[src/logic/pin_function_map.svh]
`ifndef PIN_FUNCTION_MAP_SVH
`define PIN_FUNCTION_MAP_SVH

// Register byte offsets
`define REG_PIO_MODE      8'h00
`define REG_PIO_DIR       8'h04
`define REG_PIO_DATA      8'h08
`define REG_PIO_PIN       8'h0C
`define REG_AUX_CONTROL   8'h10
`define REG_STRAP_STATUS  8'h14
`define REG_PIO_PULL      8'h18

// Auxiliary control field positions
`define AUX_SEND_SELECT_BIT  0
`define AUX_FLOW_CTRL_BIT    1
`define AUX_DEMOD_BIT        2
`define AUX_UPPER_WIDTH_BIT  3

// Strap status field positions
`define STRAP_BOOT16_BIT     0
`define STRAP_HALVE_BIT      1
`define STRAP_ADDR_EN_BIT    2

// Reset values: 1 in mode = pin used as programmable io
`define PIO_MODE_RESET   32'hFFFF_FC0F
`define PIO_DIR_RESET    32'h0000_0000
`define PIO_DATA_RESET   32'h0000_0000
// 1 in pull = pull-down selected
`define PIO_PULL_RESET   32'h0000_0402
`define AUX_RESET        4'h0

// Pin indices
`define PIN_TIMER1_INPUT       5'd0
`define PIN_TIMER1_OUTPUT      5'd1
`define PIN_SYNC_READY   5'd6
`define PIN_TIMER0_OUTPUT      5'd10
`define PIN_TIMER0_INPUT       5'd11
`define PIN_UPPER_ZERO   5'd26
`define PIN_DMA_STATUS   5'd29
// Pins whose only pull is pull-up (4,5,7,8,9)
`define PULLUP_ONLY_MASK 32'h0000_03B0

// Bus cycle status codes
`define STAT_INTA   3'h0
`define STAT_IORD   3'h1
`define STAT_IOWR   3'h2
`define STAT_HALT   3'h3
`define STAT_FETCH  3'h4
`define STAT_MEMRD  3'h5
`define STAT_MEMWR  3'h6
`define STAT_IDLE   3'h7

`endif

[src/logic/pin_function_pkg.sv]
package pin_function_pkg;

   typedef enum logic [2:0] {
      cyc_inta,
      cyc_io_read,
      cyc_io_write,
      cyc_halt,
      cyc_fetch,
      cyc_mem_read,
      cyc_mem_write,
      cyc_idle
   } cycle_kind_e;

   typedef enum logic [1:0] {
      per_t1,
      per_t2,
      per_t3,
      per_t4
   } bus_period_e;

   typedef struct packed {
      cycle_kind_e kind;
      bus_period_e period;
      logic dma;
      logic hold;
   } bus_cycle_s;

   typedef struct packed {
      logic tx_pending;
      logic rx_unread;
   } serial_state_s;

   typedef struct packed {
      logic [2:0] status;
      logic status_oe;
      logic dma_status;
      logic dma_status_oe;
   } status_pins_s;

   typedef struct packed {
      logic [31:0] out;
      logic [31:0] oe;
   } pad_drive_s;

endpackage

[src/logic/pin_sync2.sv]
`timescale 1ns/1ns
// Two-stage synchroniser, one per bit
module pin_sync2 #(
   parameter int WIDTH = 1
) (
   // Clock and reset
   input wire logic aclk,
   input wire logic aresetn,
   // Data
   input wire logic [WIDTH-1:0] d,
   output logic [WIDTH-1:0] q
);

   typedef struct packed {
      logic [WIDTH-1:0] meta;
      logic [WIDTH-1:0] sync;
   } sync_state_s;

   sync_state_s state;
   sync_state_s next_state;

   always_comb begin
      next_state.meta = d;
      next_state.sync = state.meta;
   end

   // No reset: strap levels must flush through while reset is still held
   always_ff @(posedge aclk) begin
      state <= next_state;
   end

   assign q = state.sync;

endmodule

[src/logic/timer_input_stage.sv]
`timescale 1ns/1ns
// Timer input selection and rising-edge increment pulses
module timer_input_stage (
   // Clock and reset
   input wire logic aclk,
   input wire logic aresetn,
   // Synchronised pin levels
   input wire logic timer0_pin_sync,
   input wire logic timer1_pin_sync,
   input wire logic demod_pin_sync,
   // Configuration
   input wire logic timer0_pin_is_pio,
   input wire logic timer1_pin_is_pio,
   input wire logic pulse_width_demod_mode,
   // Increment pulses
   output logic timer0_increment,
   output logic timer1_increment
);

   typedef struct packed {
      logic last0;
      logic last1;
      logic inc0;
      logic inc1;
   } edge_state_s;

   edge_state_s state;
   edge_state_s next_state;
   logic level0;
   logic level1;

   always_comb begin
      // Demod routing wins over pio pull-high
      if (pulse_width_demod_mode) begin
         level0 = demod_pin_sync;
         level1 = demod_pin_sync;
      end else begin
         level0 = timer0_pin_is_pio ? 1'b1 : timer0_pin_sync;
         level1 = timer1_pin_is_pio ? 1'b1 : timer1_pin_sync;
      end
      next_state.last0 = level0;
      next_state.last1 = level1;
      next_state.inc0 = level0 & ~state.last0;
      next_state.inc1 = level1 & ~state.last1;
   end

   // Held-high reset level avoids a spurious count at release
   always_ff @(posedge aclk) begin
      if (!aresetn) begin
         state <= '{last0: 1'b1, last1: 1'b1, inc0: 1'b0, inc1: 1'b0};
      end else begin
         state <= next_state;
      end
   end

   assign timer0_increment = state.inc0;
   assign timer1_increment = state.inc1;

endmodule

[src/logic/pin_function_and_strap_logic.sv]
// The register offsets and the AXI4-Lite register port were left to the implementer.
`timescale 1ns/1ns
`include "pin_function_map.svh"
module pin_function_and_strap_logic (
   // Clock and reset
   input wire logic aclk,
   input wire logic aresetn,
   // AXI4-Lite write address
   input wire logic [7:0] s_axi_awaddr,
   input wire logic s_axi_awvalid,
   output logic s_axi_awready,
   // AXI4-Lite write data
   input wire logic [31:0] s_axi_wdata,
   input wire logic [3:0] s_axi_wstrb,
   input wire logic s_axi_wvalid,
   output logic s_axi_wready,
   // AXI4-Lite write response
   output logic [1:0] s_axi_bresp,
   output logic s_axi_bvalid,
   input wire logic s_axi_bready,
   // AXI4-Lite read address
   input wire logic [7:0] s_axi_araddr,
   input wire logic s_axi_arvalid,
   output logic s_axi_arready,
   // AXI4-Lite read data
   output logic [31:0] s_axi_rdata,
   output logic [1:0] s_axi_rresp,
   output logic s_axi_rvalid,
   input wire logic s_axi_rready,
   // Core side bus cycle and serial state
   input wire pin_function_pkg::bus_cycle_s bus_cycle,
   input wire pin_function_pkg::serial_state_s serial0,
   input wire logic timer0_wave,
   input wire logic timer1_wave,
   // Pads: programmable io
   input wire logic [31:0] pad_in,
   output logic [31:0] pad_out,
   output logic [31:0] pad_oe,
   output logic [31:0] pad_pull_down,
   output logic [31:0] pad_pull_up,
   // Pads: status and strap pins
   input wire logic boot_width_strap,
   input wire logic clock_halve_strap,
   input wire logic high_byte_addr_enable_strap,
   input wire logic irq2_demod_input,
   input wire logic async_ready_in,
   output pin_function_pkg::status_pins_s status_pins,
   output logic ready_to_send_port0,
   output logic ready_to_receive_port0,
   output logic flow_pin_port0,
   output logic timer0_output,
   output logic timer0_output_oe,
   output logic timer1_output,
   output logic timer1_output_oe,
   // Core side results
   output logic boot_16bit,
   output logic upper_region_16bit,
   output logic clock_halved,
   output logic pll_enable,
   output logic transfer_ready,
   output logic timer0_increment,
   output logic timer1_increment
);

   // ************************************************************
   // State
   // ************************************************************
   typedef struct packed {
      logic [31:0] pio_mode;
      logic [31:0] pio_dir;
      logic [31:0] pio_data;
      logic [31:0] pio_pull;
      logic [3:0] auxiliary_control_reg;
      logic strapped;
      logic boot16;
      logic halve;
      logic addr_en;
      logic aw_full;
      logic [7:0] aw_addr;
      logic w_full;
      logic [31:0] w_data;
      logic [3:0] w_strb;
      logic bvalid;
      logic [1:0] bresp;
      logic rvalid;
      logic [31:0] rdata;
      logic [1:0] rresp;
      pin_function_pkg::status_pins_s status;
      logic rts;
      logic rtr;
   } state_s;

   state_s state;
   state_s next_state;

   logic [31:0] pad_sync;
   logic [2:0] strap_sync;
   logic demod_sync;
   logic async_ready_sync;
   logic [31:0] reverted;
   logic [31:0] pio_active;
   logic flow_on;
   logic [31:0] masked_write;
   logic [31:0] wmask;

   // ************************************************************
   // Input synchronisers
   // ************************************************************
   pin_sync2 #(.WIDTH(32)) u_pad_sync (
      .aclk(aclk),
      .aresetn(aresetn),
      .d(pad_in),
      .q(pad_sync)
   );

   pin_sync2 #(.WIDTH(5)) u_strap_sync (
      .aclk(aclk),
      .aresetn(aresetn),
      .d({async_ready_in, irq2_demod_input, high_byte_addr_enable_strap,
          clock_halve_strap, boot_width_strap}),
      .q({async_ready_sync, demod_sync, strap_sync})
   );

   // ************************************************************
   // Timer inputs
   // ************************************************************
   timer_input_stage u_timer_in (
      .aclk(aclk),
      .aresetn(aresetn),
      .timer0_pin_sync(pad_sync[`PIN_TIMER0_INPUT]),
      .timer1_pin_sync(pad_sync[`PIN_TIMER1_INPUT]),
      .demod_pin_sync(demod_sync),
      .timer0_pin_is_pio(pio_active[`PIN_TIMER0_INPUT]),
      .timer1_pin_is_pio(pio_active[`PIN_TIMER1_INPUT]),
      .pulse_width_demod_mode(state.auxiliary_control_reg[`AUX_DEMOD_BIT]),
      .timer0_increment(timer0_increment),
      .timer1_increment(timer1_increment)
   );

   // ************************************************************
   // Next state
   // ************************************************************
   always_comb begin
      reverted = '0;
      if (!state.addr_en) begin
         reverted[`PIN_UPPER_ZERO] = 1'b1;
         reverted[`PIN_DMA_STATUS] = 1'b1;
      end
      pio_active = state.pio_mode & ~reverted;
      flow_on = state.auxiliary_control_reg[`AUX_FLOW_CTRL_BIT];
      wmask = {{8{state.w_strb[3]}}, {8{state.w_strb[2]}},
               {8{state.w_strb[1]}}, {8{state.w_strb[0]}}};
      masked_write = '0;
      next_state = state;

      // Straps taken on the first clock after reset release
      if (!state.strapped) begin
         next_state.strapped = 1'b1;
         next_state.boot16 = strap_sync[0];
         next_state.halve = ~strap_sync[1];
         next_state.addr_en = strap_sync[2];
      end

      // Write channel capture, address and data in either order
      if (s_axi_awvalid && !state.aw_full) begin
         next_state.aw_full = 1'b1;
         next_state.aw_addr = s_axi_awaddr;
      end
      if (s_axi_wvalid && !state.w_full) begin
         next_state.w_full = 1'b1;
         next_state.w_data = s_axi_wdata;
         next_state.w_strb = s_axi_wstrb;
      end
      if (state.aw_full && state.w_full && !state.bvalid) begin
         next_state.aw_full = 1'b0;
         next_state.w_full = 1'b0;
         next_state.bvalid = 1'b1;
         next_state.bresp = 2'h0;
         case (state.aw_addr)
            `REG_PIO_MODE: begin
               masked_write = (state.pio_mode & ~wmask) | (state.w_data & wmask);
               next_state.pio_mode = masked_write;
            end
            `REG_PIO_DIR: begin
               masked_write = (state.pio_dir & ~wmask) | (state.w_data & wmask);
               next_state.pio_dir = masked_write;
            end
            `REG_PIO_DATA: begin
               masked_write = (state.pio_data & ~wmask) | (state.w_data & wmask);
               next_state.pio_data = masked_write;
            end
            `REG_PIO_PULL: begin
               masked_write = (state.pio_pull & ~wmask) | (state.w_data & wmask);
               next_state.pio_pull = masked_write & ~`PULLUP_ONLY_MASK;
            end
            `REG_AUX_CONTROL: begin
               if (state.w_strb[0]) begin
                  next_state.auxiliary_control_reg[2:0] = state.w_data[2:0];
                  // Width change only allowed after an 8-bit boot
                  if (!state.boot16) begin
                     next_state.auxiliary_control_reg[`AUX_UPPER_WIDTH_BIT] =
                        state.w_data[`AUX_UPPER_WIDTH_BIT];
                  end
               end
            end
            `REG_PIO_PIN, `REG_STRAP_STATUS: begin
               next_state.bresp = 2'h0;
            end
            default: begin
               next_state.bresp = 2'h2;
            end
         endcase
      end
      if (state.bvalid && s_axi_bready) begin
         next_state.bvalid = 1'b0;
      end

      // Read channel
      if (s_axi_arvalid && !state.rvalid) begin
         next_state.rvalid = 1'b1;
         next_state.rresp = 2'h0;
         case (s_axi_araddr)
            `REG_PIO_MODE: next_state.rdata = pio_active;
            `REG_PIO_DIR: next_state.rdata = state.pio_dir;
            `REG_PIO_DATA: next_state.rdata = state.pio_data;
            `REG_PIO_PIN: next_state.rdata = pad_sync;
            `REG_PIO_PULL: next_state.rdata = state.pio_pull;
            `REG_AUX_CONTROL: next_state.rdata = {28'h0000000, state.auxiliary_control_reg};
            `REG_STRAP_STATUS: next_state.rdata = {29'h00000000, state.addr_en,
                                                  state.halve, state.boot16};
            default: begin
               next_state.rdata = '0;
               next_state.rresp = 2'h2;
            end
         endcase
      end else if (state.rvalid && s_axi_rready) begin
         next_state.rvalid = 1'b0;
      end

      // Bus cycle status pins
      case (bus_cycle.kind)
         pin_function_pkg::cyc_inta: next_state.status.status = `STAT_INTA;
         pin_function_pkg::cyc_io_read: next_state.status.status = `STAT_IORD;
         pin_function_pkg::cyc_io_write: next_state.status.status = `STAT_IOWR;
         pin_function_pkg::cyc_halt: next_state.status.status = `STAT_HALT;
         pin_function_pkg::cyc_fetch: next_state.status.status = `STAT_FETCH;
         pin_function_pkg::cyc_mem_read: next_state.status.status = `STAT_MEMRD;
         pin_function_pkg::cyc_mem_write: next_state.status.status = `STAT_MEMWR;
         default: next_state.status.status = `STAT_IDLE;
      endcase
      next_state.status.status_oe = ~bus_cycle.hold;
      next_state.status.dma_status = bus_cycle.dma &&
         (bus_cycle.period != pin_function_pkg::per_t1);
      next_state.status.dma_status_oe = ~bus_cycle.hold &
         ~pio_active[`PIN_DMA_STATUS];

      // Serial port 0 flow control pin
      next_state.rts = flow_on & serial0.tx_pending;
      next_state.rtr = flow_on & ~serial0.rx_unread;
   end

   // ************************************************************
   // Registers
   // ************************************************************
   always_ff @(posedge aclk) begin
      if (!aresetn) begin
         state <= '0;
         state.pio_mode <= `PIO_MODE_RESET;
         state.pio_dir <= `PIO_DIR_RESET;
         state.pio_data <= `PIO_DATA_RESET;
         state.pio_pull <= `PIO_PULL_RESET;
         state.auxiliary_control_reg <= `AUX_RESET;
         state.boot16 <= 1'b1;
         state.addr_en <= 1'b1;
         state.status.status <= `STAT_IDLE;
      end else begin
         state <= next_state;
      end
   end

   // ************************************************************
   // Outputs
   // ************************************************************
   assign s_axi_awready = ~state.aw_full;
   assign s_axi_wready = ~state.w_full;
   assign s_axi_bvalid = state.bvalid;
   assign s_axi_bresp = state.bresp;
   assign s_axi_arready = ~state.rvalid;
   assign s_axi_rvalid = state.rvalid;
   assign s_axi_rdata = state.rdata;
   assign s_axi_rresp = state.rresp;

   // Push-pull pio drive of pio_data when enabled; pulls only while the pin is a pio input
   assign pad_out = state.pio_data;
   assign pad_oe = pio_active & state.pio_dir;
   assign pad_pull_down = pio_active & ~state.pio_dir & state.pio_pull;
   assign pad_pull_up = pio_active & ~state.pio_dir & ~state.pio_pull;

   assign status_pins = state.status;
   assign ready_to_send_port0 = state.rts;
   assign ready_to_receive_port0 = state.rtr;
   // One pin: select bit picks which meaning it carries
   assign flow_pin_port0 = state.auxiliary_control_reg[`AUX_SEND_SELECT_BIT] ?
                           state.rts : state.rtr;

   // Reset forces float via the registered strap flag low during reset
   assign timer0_output = timer0_wave;
   assign timer1_output = timer1_wave;
   assign timer0_output_oe = state.strapped & ~bus_cycle.hold &
                             ~pio_active[`PIN_TIMER0_OUTPUT];
   assign timer1_output_oe = state.strapped & ~bus_cycle.hold &
                             ~pio_active[`PIN_TIMER1_OUTPUT];

   assign boot_16bit = state.boot16;
   assign upper_region_16bit = state.boot16 |
                               state.auxiliary_control_reg[`AUX_UPPER_WIDTH_BIT];
   assign clock_halved = state.halve;
   assign pll_enable = ~state.halve;
   // Sync ready (pad_sync, ignored while pin 6 is pio) and async ready both pay two sync stages
   assign transfer_ready = pio_active[`PIN_SYNC_READY] ? async_ready_sync :
                           (pad_sync[`PIN_SYNC_READY] | async_ready_sync);

endmodule

[config.mk]
export PLATFORM = sky130hd
export DESIGN_NAME = pin_function_and_strap_logic
export DESIGN_NICKNAME = d
export VERILOG_FILES = /design/src/logic/pin_function_pkg.sv /design/src/logic/pin_sync2.sv /design/src/logic/timer_input_stage.sv /design/src/logic/pin_function_and_strap_logic.sv
export VERILOG_INCLUDE_DIRS = /design/src /design/src/logic
export SDC_FILE = /design/constraint.sdc
export NUM_CORES = 1
export LEC_CHECK = 0
export ABC_AREA = 1
export BUFFER_PORTS_ARGS = -buffer_cell sky130_fd_sc_hd__buf_2
export CELL_PAD_IN_SITES_DETAIL_PLACEMENT = 1
export CELL_PAD_IN_SITES_GLOBAL_PLACEMENT = 2
export CORE_MARGIN = 4
export CORE_UTILIZATION = 30
export DETAILED_ROUTE_END_ITERATION = 16
export PLACE_DENSITY_LB_ADDON = 0.1
export SYNTH_ARGS = -nofsm -noshare
export SYNTH_HDL_FRONTEND = slang
export SYNTH_SLANG_ARGS = --single-unit
[constraint.sdc]
create_clock -name aclk -period 1.9 [get_ports aclk]
set_input_delay 0.095 -clock aclk [delete_from_list [all_inputs] [get_ports aclk]]
set_output_delay 0.095 -clock aclk [all_outputs]
set_load 0.05 [all_outputs]
# --- Word level (Yosys, flattened, before mapping) ---
# Cells that the tools add are included.
totals:
  ff_bits: 301
  inputBits: 107
  output_inout_bits: 189
  wordCells: 134
op_classes:
  n_eq_ne: 18
  n_mux: 13
  bitwise: 42
  n_reduce_logical: 27
op_table:
  columns: ["cell", "n"]
  rows:
  - ["$and A32 B32 Y32", 10]
  - ["$pmux W32 S7", 1]
  - ["$or A32 B32 Y32", 4]
  - ["$not A32 Y32", 3]
  - ["$eq A8 B5 Y1 const B", 6]
  - ["$eq A8 B4 Y1 const B", 4]
  - ["$not A30 Y32", 1]
  - ["$pmux W3 S7", 1]
  - ["$eq A8 B3 Y1 const B", 2]
  - ["$logic_not A8 Y1", 2]
  - ["$not A1 Y1", 14]
  - ["$reduce_or A7 Y1", 2]
  - ["$eq A3 B3 Y1 const B", 3]
  - ["$mux W1", 9]
  - ["$and A1 B1 Y1", 8]
  - ["$logic_and A1 B1 Y1", 8]
  - ["$reduce_and A2 Y1", 4]
  - ["$eq A3 B2 Y1 const B", 2]
  - ["$logic_not A1 Y1", 4]
  - ["$mux W2", 2]
  - ["$reduce_and A4 Y1", 1]
  - ["$reduce_bool A2 Y1", 2]
  - ["$reduce_or A2 Y1", 2]
  - ["$eq A3 B1 Y1 const B", 1]
  - ["other kinds (3)", 4]

# --- Logic depth before layout (Yosys ltp) ---
# Gate-level depths: netlist of the first run.
logic_depth:
  depth_word: 6
  depth_mapped: 11
  depth_no_buf: 9

# --- Modules after synthesis ---
# From an unflattened synthesis of the first run, not the netlist that was laid out.
hier_totals:
  cells_unflattened: 1515
  hier_area_um2: 11888.9
by_module_without_submodules:
  columns: ["module", "instances", "cells_each", "area_per_inst_um2", "seq_area_each_um2"]
  rows:
  - ["pin_function_and_strap_logic", 1, 1425, 10257.3, 4424.2]
  - ["pin_sync2 at u_pad_sync", 1, 64, 1281.2, 1281.2]
  - ["pin_sync2 at u_strap_sync", 1, 10, 200.2, 200.2]
  - ["timer_input_stage", 1, 16, 150.1, 80.1]

# --- Worst setup path before layout of the first run ---
# OpenSTA, ideal clock, no wires.
synth_path:
  path_type: "register -> register"
  from: "register state, in the netlist s_axi_rvalid"
  to: "register state, in the netlist s_axi_rvalid"
  setup_ns: 0.115
  arrival_time_ns: 1.702
  t_required_ns: 1.785
  slack_ns: 0.084
  stages_incl_launch_ff: 6
  path_buffers: 1
  synth_period_minus_slack_ns: 1.816
  cell_sequence: "dfxtp_1 > inv_1 > nand2_1 > inv_1 > clkbuf_1 > o21a_1"
synth_via:
  elab_chain_cells: 3
  word_cells_on_any_way: 5
  cone_classes: "mux: 1; reduce/logical: 4"
synth_rtl:
  columns: ["item", "line", "text"]
  rows:
  - ["from (decl)", "pin_function_and_strap_logic.sv:93", "state_s state;"]
  - ["from (signal assigned)", "pin_function_and_strap_logic.sv:277", "state <= next_state;"]
  - ["$logic_not A1 Y1", "pin_function_and_strap_logic.sv:219", "if (s_axi_arvalid && !state.rvalid) begin"]
  - ["$logic_and A1 B1 Y1", "pin_function_and_strap_logic.sv:219", null]
  - ["$mux W1 / $reduce_bool A2 Y1 (equally long branches)", null, null]
# Parallel ways exist; a longest one is shown, timed or not.
# A chain may end at the register's enable or synchronous reset.

==> impl_summary.txt, run 1 <==
----------------------------------------------------
[Outcome]
  Result of the run ... complete, no violations

[Route]
  Via-to-Cell Ratio ... 4.75
  Number of nets with antenna violations after detailed routing ... 0
  Met3 WL post-DR ... 1.95 mm
  Amount of wire on met2 after detailed routing ... 21.0 mm
  Starting DRT DRC Count ... 472
  DR top layer ... met5
  Total DRC errors in the routed layout ... 0
  Metal1 wirelength ... 22.7 mm
  Wire length after detailed routing ... 46.5 mm
  Total number of vias ... 11.4k
  Detail-routed net length per standard cell ... 19.4 um
  First-pass iteration count of the detailed router ... 5

[Setup path]
  Required time at the worst-slack endpoint ... 1.80 ns
  Kind of start point of the critical path ... register
  Max Fanout on Critical Path ... 4
  Cell chain of the critical path ... inv_1 > nor3b_1 > buf_2
  Endpoint type of the worst setup path ... output port
  Slowest stage cell on the critical path ... nor3b_1
  Type of the worst setup path ... register to output port
  CP Data Arrival Time ... 1.70 ns
  Delay of the slowest cell on the worst path ... 0.40 ns

[Clock tree]
  Clock transition at path regs ... 0.06 ns
  Number of CTS-inserted buffers ... 36
  CTS H-tree lvls ... 2
  Sink Count ... 299
  Cell at the root of the clock tree ... clkbuf_16
  Clock latency reported for the late side of the worst-skew pair ... 0.54 ns
  Buffer levels on the longest clock path ... 3
  Clock tree from TritonCTS ... done

[Placement]
  Placer congestion estimate ... 0.778
  DP HPWL ... 32.8 mm
  Worst slack, placed ... 0.142 ns
  IO buf count ... 284
  Placed instance area ... 13600 um^2

[STA]
  Hold_ws ... 0.0661 ns
  Period utilisation layout ... 94.2%
  Fin worst setup slack ... 0.109 ns
  Min Clock Period, post-route ... 1.79 ns
  F_max ... 558 MHz
  Setup clock skew after layout ... 0.0210 ns
  Least-Margin Pin Slew ... 0.625 ns
  Setup repair after global routing missed its margin ... true
  Hold Vio Cnt, Final ... 0
  Max Slew Vio Count ... 0
  Finish-stage setup viols ... 0
  Relative slew slack ... 58.3%

[GRT]
  Remaining global-route overflow ... 0
  Total Routing Usage GR ... 20.7%
  Maximum number of pins on one net before global-route repair ... 77
  Number of antenna violations at the first check in global routing ... 1
  First-pass GRT wire length ... 70.9 mm
  Number of global-route vias before repair ... 11.7k

[Yosys]
  Number of distinct library cells after synthesis ... 36
  Synth Warn # ... 0
  Syn Area/Cell ... 7.82 um^2
  Sequential-to-total area share from yosys stat ... 49.4%
  Cell area after synthesis ... 12100 um^2
  Post-Syn Instances ... 1549
  Multiplexer share of the synthesized area ... 0.0930%
  Synthesized-area fraction occupied by adder cells ... 0%
  Dominant combinational cell family by area after synthesis ... simple AND/OR/NAND/NOR gates
  Synth Register Bits ... 299
  Compound-cell area share of the yosys netlist ... 14.2%
  Xor and xnor area share after synthesis ... 0%
  Simple logic cell fraction of the synthesized area ... 23.5%

[Min path]
  Type of the most critical hold path ... primary input to register

[Power]
  Maximum resistive drop on vdd ... 0.000427 V
  Leakage power total ... 7.10 nW
  Portion of total power attributed to the clock network ... 46.0%
  Cell area power density ... 910 nW/um^2
  Net Sw Frac ... 25.1%
  Comb power frac ... 7.8%
  Sequential power share ... 46.3%
  Switch Pwr ... 3.59 mW
  Pint ... 10.7 mW

[Die]
  Standard-cell rows ... 73
  Starting density of the core ... 30.4%
  Core Region ... 39800 um^2
  Width of the die ... 209 um
  IO Count ... 296
  Height of the die ... 209 um
  Die Area ... 43600 um^2

[Finish]
  Final core utilization ... 39.5%
  # diodes ... 0
  Commonest non-fill, non-tap cell in the layout ... dfxtp_1
  Count of fill cells added during filler insertion ... 4841
  Area added between synthesis and finish ... 29.8%
  Fraction of final layout cells with drive strength greater than 1 ... 23.0%
  Most frequent cells in the layout ... dfxtp_1 (299), buf_2 (283), nand2_1 (224), nand3_1 (184), a21oi_1 (143)
  Summed area of non-filler cells in the final layout ... 15700 um^2
  Layout Nets ... 1959

[Flow run]
  Max-cap violations ... 0

----------------------------------------------------
## timing repair
action,in CTS,in global routing
setup endpoints to repair,0,1
endpoints found under the hold margin,98,0
hold buffers,99,0
setup buffers,0,0
gates resized for setup,0,1
## synth_stat cells, drive strengths merged
cell | number | area share (%)
and3 | 4 | 0.21
or2 | 3 | 0.16
a211oi | 2 | 0.12
buf | 118 | 7.0
dfxtp | 299 | 49
o22ai | 2 | 0.10
clkinv | 1 | 0.031
inv | 141 | 4.4
o21a | 1 | 0.062
nor3b | 6 | 0.37
clkbuf | 45 | 1.4
a311oi | 1 | 0.072
a21oi | 143 | 5.9
nor3 | 48 | 2.0
o21ai | 149 | 6.2
a21o | 1 | 0.062
nand3 | 188 | 7.9
o211ai | 27 | 1.7
and2 | 1 | 0.072
nand2 | 235 | 7.6
mux2 | 1 | 0.093
nor2 | 126 | 4.8
conb | 1 | 0.031
nand4 | 6 | 0.36
## metrics by stage
step / std cells / power (mW) / TNS [ns]
3_5_place_dp: 2240 / 7.71 / 0
6_report: 2398 / 14.3 / 0
2_1_floorplan: 1555 / 7.29 / 0
5_1_grt: 2398 / 14.9 / -0.00489
4_1_cts: 2398 / 14.6 / 0
3_3_place_gp: 2240 / 7.70 / 0
## area by class of cell
| class | instances | area [um^2] | share of cell area [%] |
|---|---|---|---|
| clock buffers | 47 | 1040 | 6.64 |
| clock inverters | 12 | 65.1 | 0.414 |
| inverters | 142 | 536 | 3.41 |
| multi-input cells | 951 | 4630 | 29.4 |
| flip-flops and latches | 299 | 5990 | 38.1 |
| well taps | 525 | 657 | 4.18 |
| repair buffers | 422 | 2810 | 17.9 |
## kinds of logic (layout without fill, tap and decap cells)
kind of cell           after synthesis  count (layout)
other                                1               7
buffers and inverters              305             623
AND/OR/NAND/NOR                    617             617
multiplexers                         1               1
flip-flops                         299             299
AO/OA/AOI/OAI                      326             326
## worst max-delay path, delay by kind of cell, from the launching register on
family | cells | cell delay (ns)
buffers and inverters | 2 | 0.43
and+or+nand+nor | 1 | 0.40
DFF | 1 | 0.33
## per-layer routing
metal	GRT usage, %	vias to the layer above
met5	0	-
met4	4.97	2
met3	3.11	53
met2	33.2	244
met1	29.6	5473
li1	-	5629
## final timing paths
kind	cells after the start	startpoint	slack, ns	endpoint
hold / removal	5	s_axi_araddr[0]	0.07	s_axi_rresp[1]$_SDFFE_PN0P_
hold reg to reg	0	u_strap_sync.next_state[1]$_DFF_P_	0.32	u_strap_sync.q[1]$_DFF_P_
setup / recovery	3	register	0.11	pad_pull_down[23]
setup reg to reg	7	state[87]$_SDFFE_PN0P_	0.14	register
## power groups by stage
| stage | sequential (mW) | combinational [mW] | clock (mW) |
|---|---|---|---|
| after floorplan | 6.71 | 0.586 | 0 |
| after global placement | 6.75 | 0.950 | 0 |
| after detailed placement | 6.75 | 0.958 | 0 |
| after CTS | 6.61 | 1.12 | 6.82 |
| after global routing | 6.64 | 1.21 | 7.05 |
| final | 6.61 | 1.11 | 6.58 |
Power figures use the tool's default switching activity.
==> run 2, diff against run 1 <==
--- a/config.mk
+++ b/config.mk
@@ -8,3 +8,2 @@
 export LEC_CHECK = 0
-export ABC_AREA = 1
 export BUFFER_PORTS_ARGS = -buffer_cell sky130_fd_sc_hd__buf_2
==> constraint.sdc (replaced) <==
create_clock -name aclk -period 1.9 [get_ports aclk]
set_input_delay 0 -clock aclk [delete_from_list [all_inputs] [get_ports aclk]]
set_output_delay 0 -clock aclk [all_outputs]
set_load 0.05 [all_outputs]
==> run 2 against run 1 <==
  * Highest routed layer is now met4
  * Clock power grew 4.3%
  * Critical path depth grew 2
  * Critical endpoint is now s_axi_rdata[20]$_SDFFE_PN0P_
  * Power grew 1.9%
  * Cell count shrank 12%
  * Sequential cell count is the same
  * Area after synthesis shrank 0.64%
  * Combinational power grew 5%
  * Non-clock buffer count grew 27
  * Clock skew shrank 0.0023 ns
  * Sequential power shrank 1%
  * Critical path type is now register to register
  * Register-to-register slack lost 0.05 ns
==> impl_summary.txt, run 2 <==
----------------------------------------------------
[Outcome]
  Result of the run ... complete, no violations

[Route]
  Wire length after detailed routing ... 40.7 mm
  Number of nets with antenna violations after detailed routing ... 0
  Total number of vias ... 9948
  Detail-routed net length per standard cell ... 19.2 um
  Total DRC errors in the routed layout ... 0
  Via-to-Cell Ratio ... 4.69
  Starting DRT DRC Count ... 364
  First-pass iteration count of the detailed router ... 4

[Die]
  Height of the die ... 208 um
  Core Region ... 39700 um^2
  Width of the die ... 208 um
  Standard-cell rows ... 73
  Die Area ... 43400 um^2
  IO Count ... 296
  Starting density of the core ... 30.3%

[Finish]
  Commonest non-fill, non-tap cell in the layout ... dfxtp_1
  Layout Nets ... 1672
  Most frequent cells in the layout ... dfxtp_1 (297), buf_2 (281), nand2_1 (218), dlygate4sd3_1 (112), mux2i_1 (83)
  Area added between synthesis and finish ... 34.3%
  Summed area of non-filler cells in the final layout ... 16200 um^2
  Fraction of final layout cells with drive strength greater than 1 ... 28.2%

[Power]
  Net Sw Frac ... 23.8%
  Comb power frac ... 8.0%
  Pint ... 11.1 mW
  Switch Pwr ... 3.48 mW
  Maximum resistive drop on vdd ... 0.000586 V
  Portion of total power attributed to the clock network ... 47.1%
  Cell area power density ... 902 nW/um^2
  Leakage power total ... 6.96 nW
  Sequential power share ... 44.9%

[STA]
  Least-Margin Pin Slew ... 0.778 ns
  Setup repair after global routing missed its margin ... true
  Finish-stage setup viols ... 0
  F_max ... 553 MHz
  Min Clock Period, post-route ... 1.81 ns
  Setup TNS ... 0 ns
  Hold Vio Cnt, Final ... 0
  Max Slew Vio Count ... 0
  Setup clock skew after layout ... 0.0187 ns
  Period utilisation layout ... 95.2%
  Relative slew slack ... 48.0%

[Yosys]
  Ys async rst share ... 0%
  Cell area after synthesis ... 12000 um^2
  Library cell with the highest instance count after synthesis ... dfxtp_1
  EDFF count, synth ... 0
  Syn Area/Cell ... 9.85 um^2
  Sequential-to-total area share from yosys stat ... 49.8%
  Number of distinct library cells after synthesis ... 56
  Leading register cell type out of synthesis ... dfxtp_1
  Synth Register Bits ... 299
  Area leader, netlist ... dfxtp_1
  Most frequent cells after synthesis ... dfxtp_1 (299), nand2_1 (219), mux2i_1 (83), buf_4 (81), o21ai_0 (57)
  Share of Yosys cell area claimed by the top area cell type ... 49.8%
  Synth Warn # ... 0
  Leading cell types by total area after synthesis ... dfxtp_1 (50%), mux2i_1 (6.9%), nand2_1 (6.8%)
  Post-Syn Instances ... 1222

[Setup path]
  Max Fanout on Critical Path ... 12
  Required time at the worst-slack endpoint ... 2.38 ns
  Terminus of the critical flop-to-flop path ... s_axi_rdata[20]$_SDFFE_PN0P_
  Reg-to-reg slack, setup ... 0.09 ns
  Endpoint type of the worst setup path ... register
  CP Data Arrival Time ... 2.29 ns
  Reg-to-reg startpoint ... s_axi_rvalid$_SDFFE_PN0P_
  Depth of the worst register-to-register path ... 5
  Type of the worst setup path ... register to register
  Capturing instance or port of the critical path ... s_axi_rdata[20]$_SDFFE_PN0P_
  Worst setup path start ... s_axi_rvalid$_SDFFE_PN0P_
  Kind of start point of the critical path ... register

[Clock tree]
  Buffer levels on the longest clock path ... 3
  Sink Count ... 299
  Clock latency reported for the late side of the worst-skew pair ... 0.54 ns
  CTS H-tree lvls ... 2
  Clock tree from TritonCTS ... done
  Cell at the root of the clock tree ... clkbuf_16
  Clock transition at path regs ... 0.06 ns
  Number of CTS-inserted buffers ... 36

[GRT]
  Total Routing Usage GR ... 18.3%
  Number of antenna violations at the first check in global routing ... 2
  Remaining global-route overflow ... 0
  First-pass GRT wire length ... 63.0 mm
  Number of global-route vias before repair ... 10.6k
  Maximum number of pins on one net before global-route repair ... 117

[Min path]
  Type of the most critical hold path ... primary input to output port

[Placement]
  Placer congestion estimate ... 0.753
  IO buf count ... 284
  DP HPWL ... 28.3 mm
  Placed instance area ... 13800 um^2

[Flow run]
  Max-cap violations ... 0

----------------------------------------------------
[run 2: cell count changes in the layout (fill, tap and decap cells not counted), moves of 36 or more]
cell     delta
nor2_1     -77
nand3_1   -139
inv_1     -122
a21oi_1    -98
mux2i_1    +83
o21ai_0    -63
nor3_1     -36
[run 2: logic make-up after synthesis]
kind of cell    after synthesis  synth area share (%)
simple gates                457                  20.0
flops                       299                  49.8
compound gates              188                  9.91
buf+inv                     161                  7.65
mux                         116                  12.6
other cells                   1                0.0312
[run 2: area by class of cell]
| cell class | instances | area, um^2 |
|---|---|---|
| timing repair buffer | 449 | 3090 |
| fill | 4518 | 23600 |
| tap | 525 | 657 |
| clock inverter | 9 | 103 |
| inverter | 11 | 42.5 |
| clock buffer | 55 | 1070 |
| antenna | 3 | 7.51 |
| multi-input combinational | 768 | 5190 |
| sequential | 299 | 5990 |
[run 2: worst max-delay path, stage by stage (launching register included)]
cell     delay (ns)
dfxtp_2        0.34
or4b_1         0.57
nor4_2         0.29
buf_4          0.29
a22o_1         0.16
a21o_1         0.08
[run 2: metrics by stage]
| step | worst slack (ns) | utilization [%] | instances | hold WS, ns | power (mW) |
|---|---|---|---|---|---|
| after floorplan | 0.0249 | - | 1228 | 0.0277 | 7.28 |
| after global placement | 0.00954 | 34.7 | 1937 | 0.000370 | 7.67 |
| after detailed placement | 0.0190 | 34.7 | 1937 | 0.000370 | 7.68 |
| after CTS | 0.00477 | 40.5 | 2113 | 0.000370 | 14.8 |
| after global routing | -0.00861 | 40.7 | 2118 | 0.000359 | 15.2 |
| final | 0.0916 | 40.7 | 2119 | 0.000276 | 14.6 |
[run 2: routing by layer]
| metal | share of wire (%) | up-vias | wire (um) | global-route usage [%] |
|---|---|---|---|---|
| met3 | 4.1 | 52 | 1650 | 3.41 |
| met2 | 49 | 210 | 19900 | 31.4 |
| li1 | - | 4870 | - | - |
| met4 | 1.8 | 0 | 720 | 4.64 |
| met5 | 0 | - | 0 | 0 |
| met1 | 45 | 4816 | 18400 | 23.9 |
[run 2: how the worst min path moves through the flow]
stage / from / end / cells after the start / slack [ns]
after global routing: timer1_wave / timer1_output / 0 / 0.0004
after global placement: timer1_wave / timer1_output / 0 / 0.0004
after CTS: timer1_wave / timer1_output / 0 / 0.0004
final: timer1_wave / timer1_output / 0 / 0.0003
after floorplan: aresetn / state[95]$_SDFF_PN0_ / 0 / 0.03
after detailed placement: timer1_wave / timer1_output / 0 / 0.0004
[run 2: power groups by stage]
stage / Clock (mW) / Sequential, mW / Combinational (mW)
final: 6.86 / 6.54 / 1.17
after global routing: 7.34 / 6.56 / 1.28
after CTS: 7.12 / 6.54 / 1.18
after detailed placement: 0 / 6.68 / 0.998
after global placement: 0 / 6.68 / 0.993
after floorplan: 0 / 6.65 / 0.622
[run 2: what timing repair did]
action | CTS | global route
hold buffers | 112 | 0
setup buffers | 0 | 3
setup endpoints to repair | 0 | 20
hold endpoints to repair | 116 | 0
resized for setup | 0 | 4
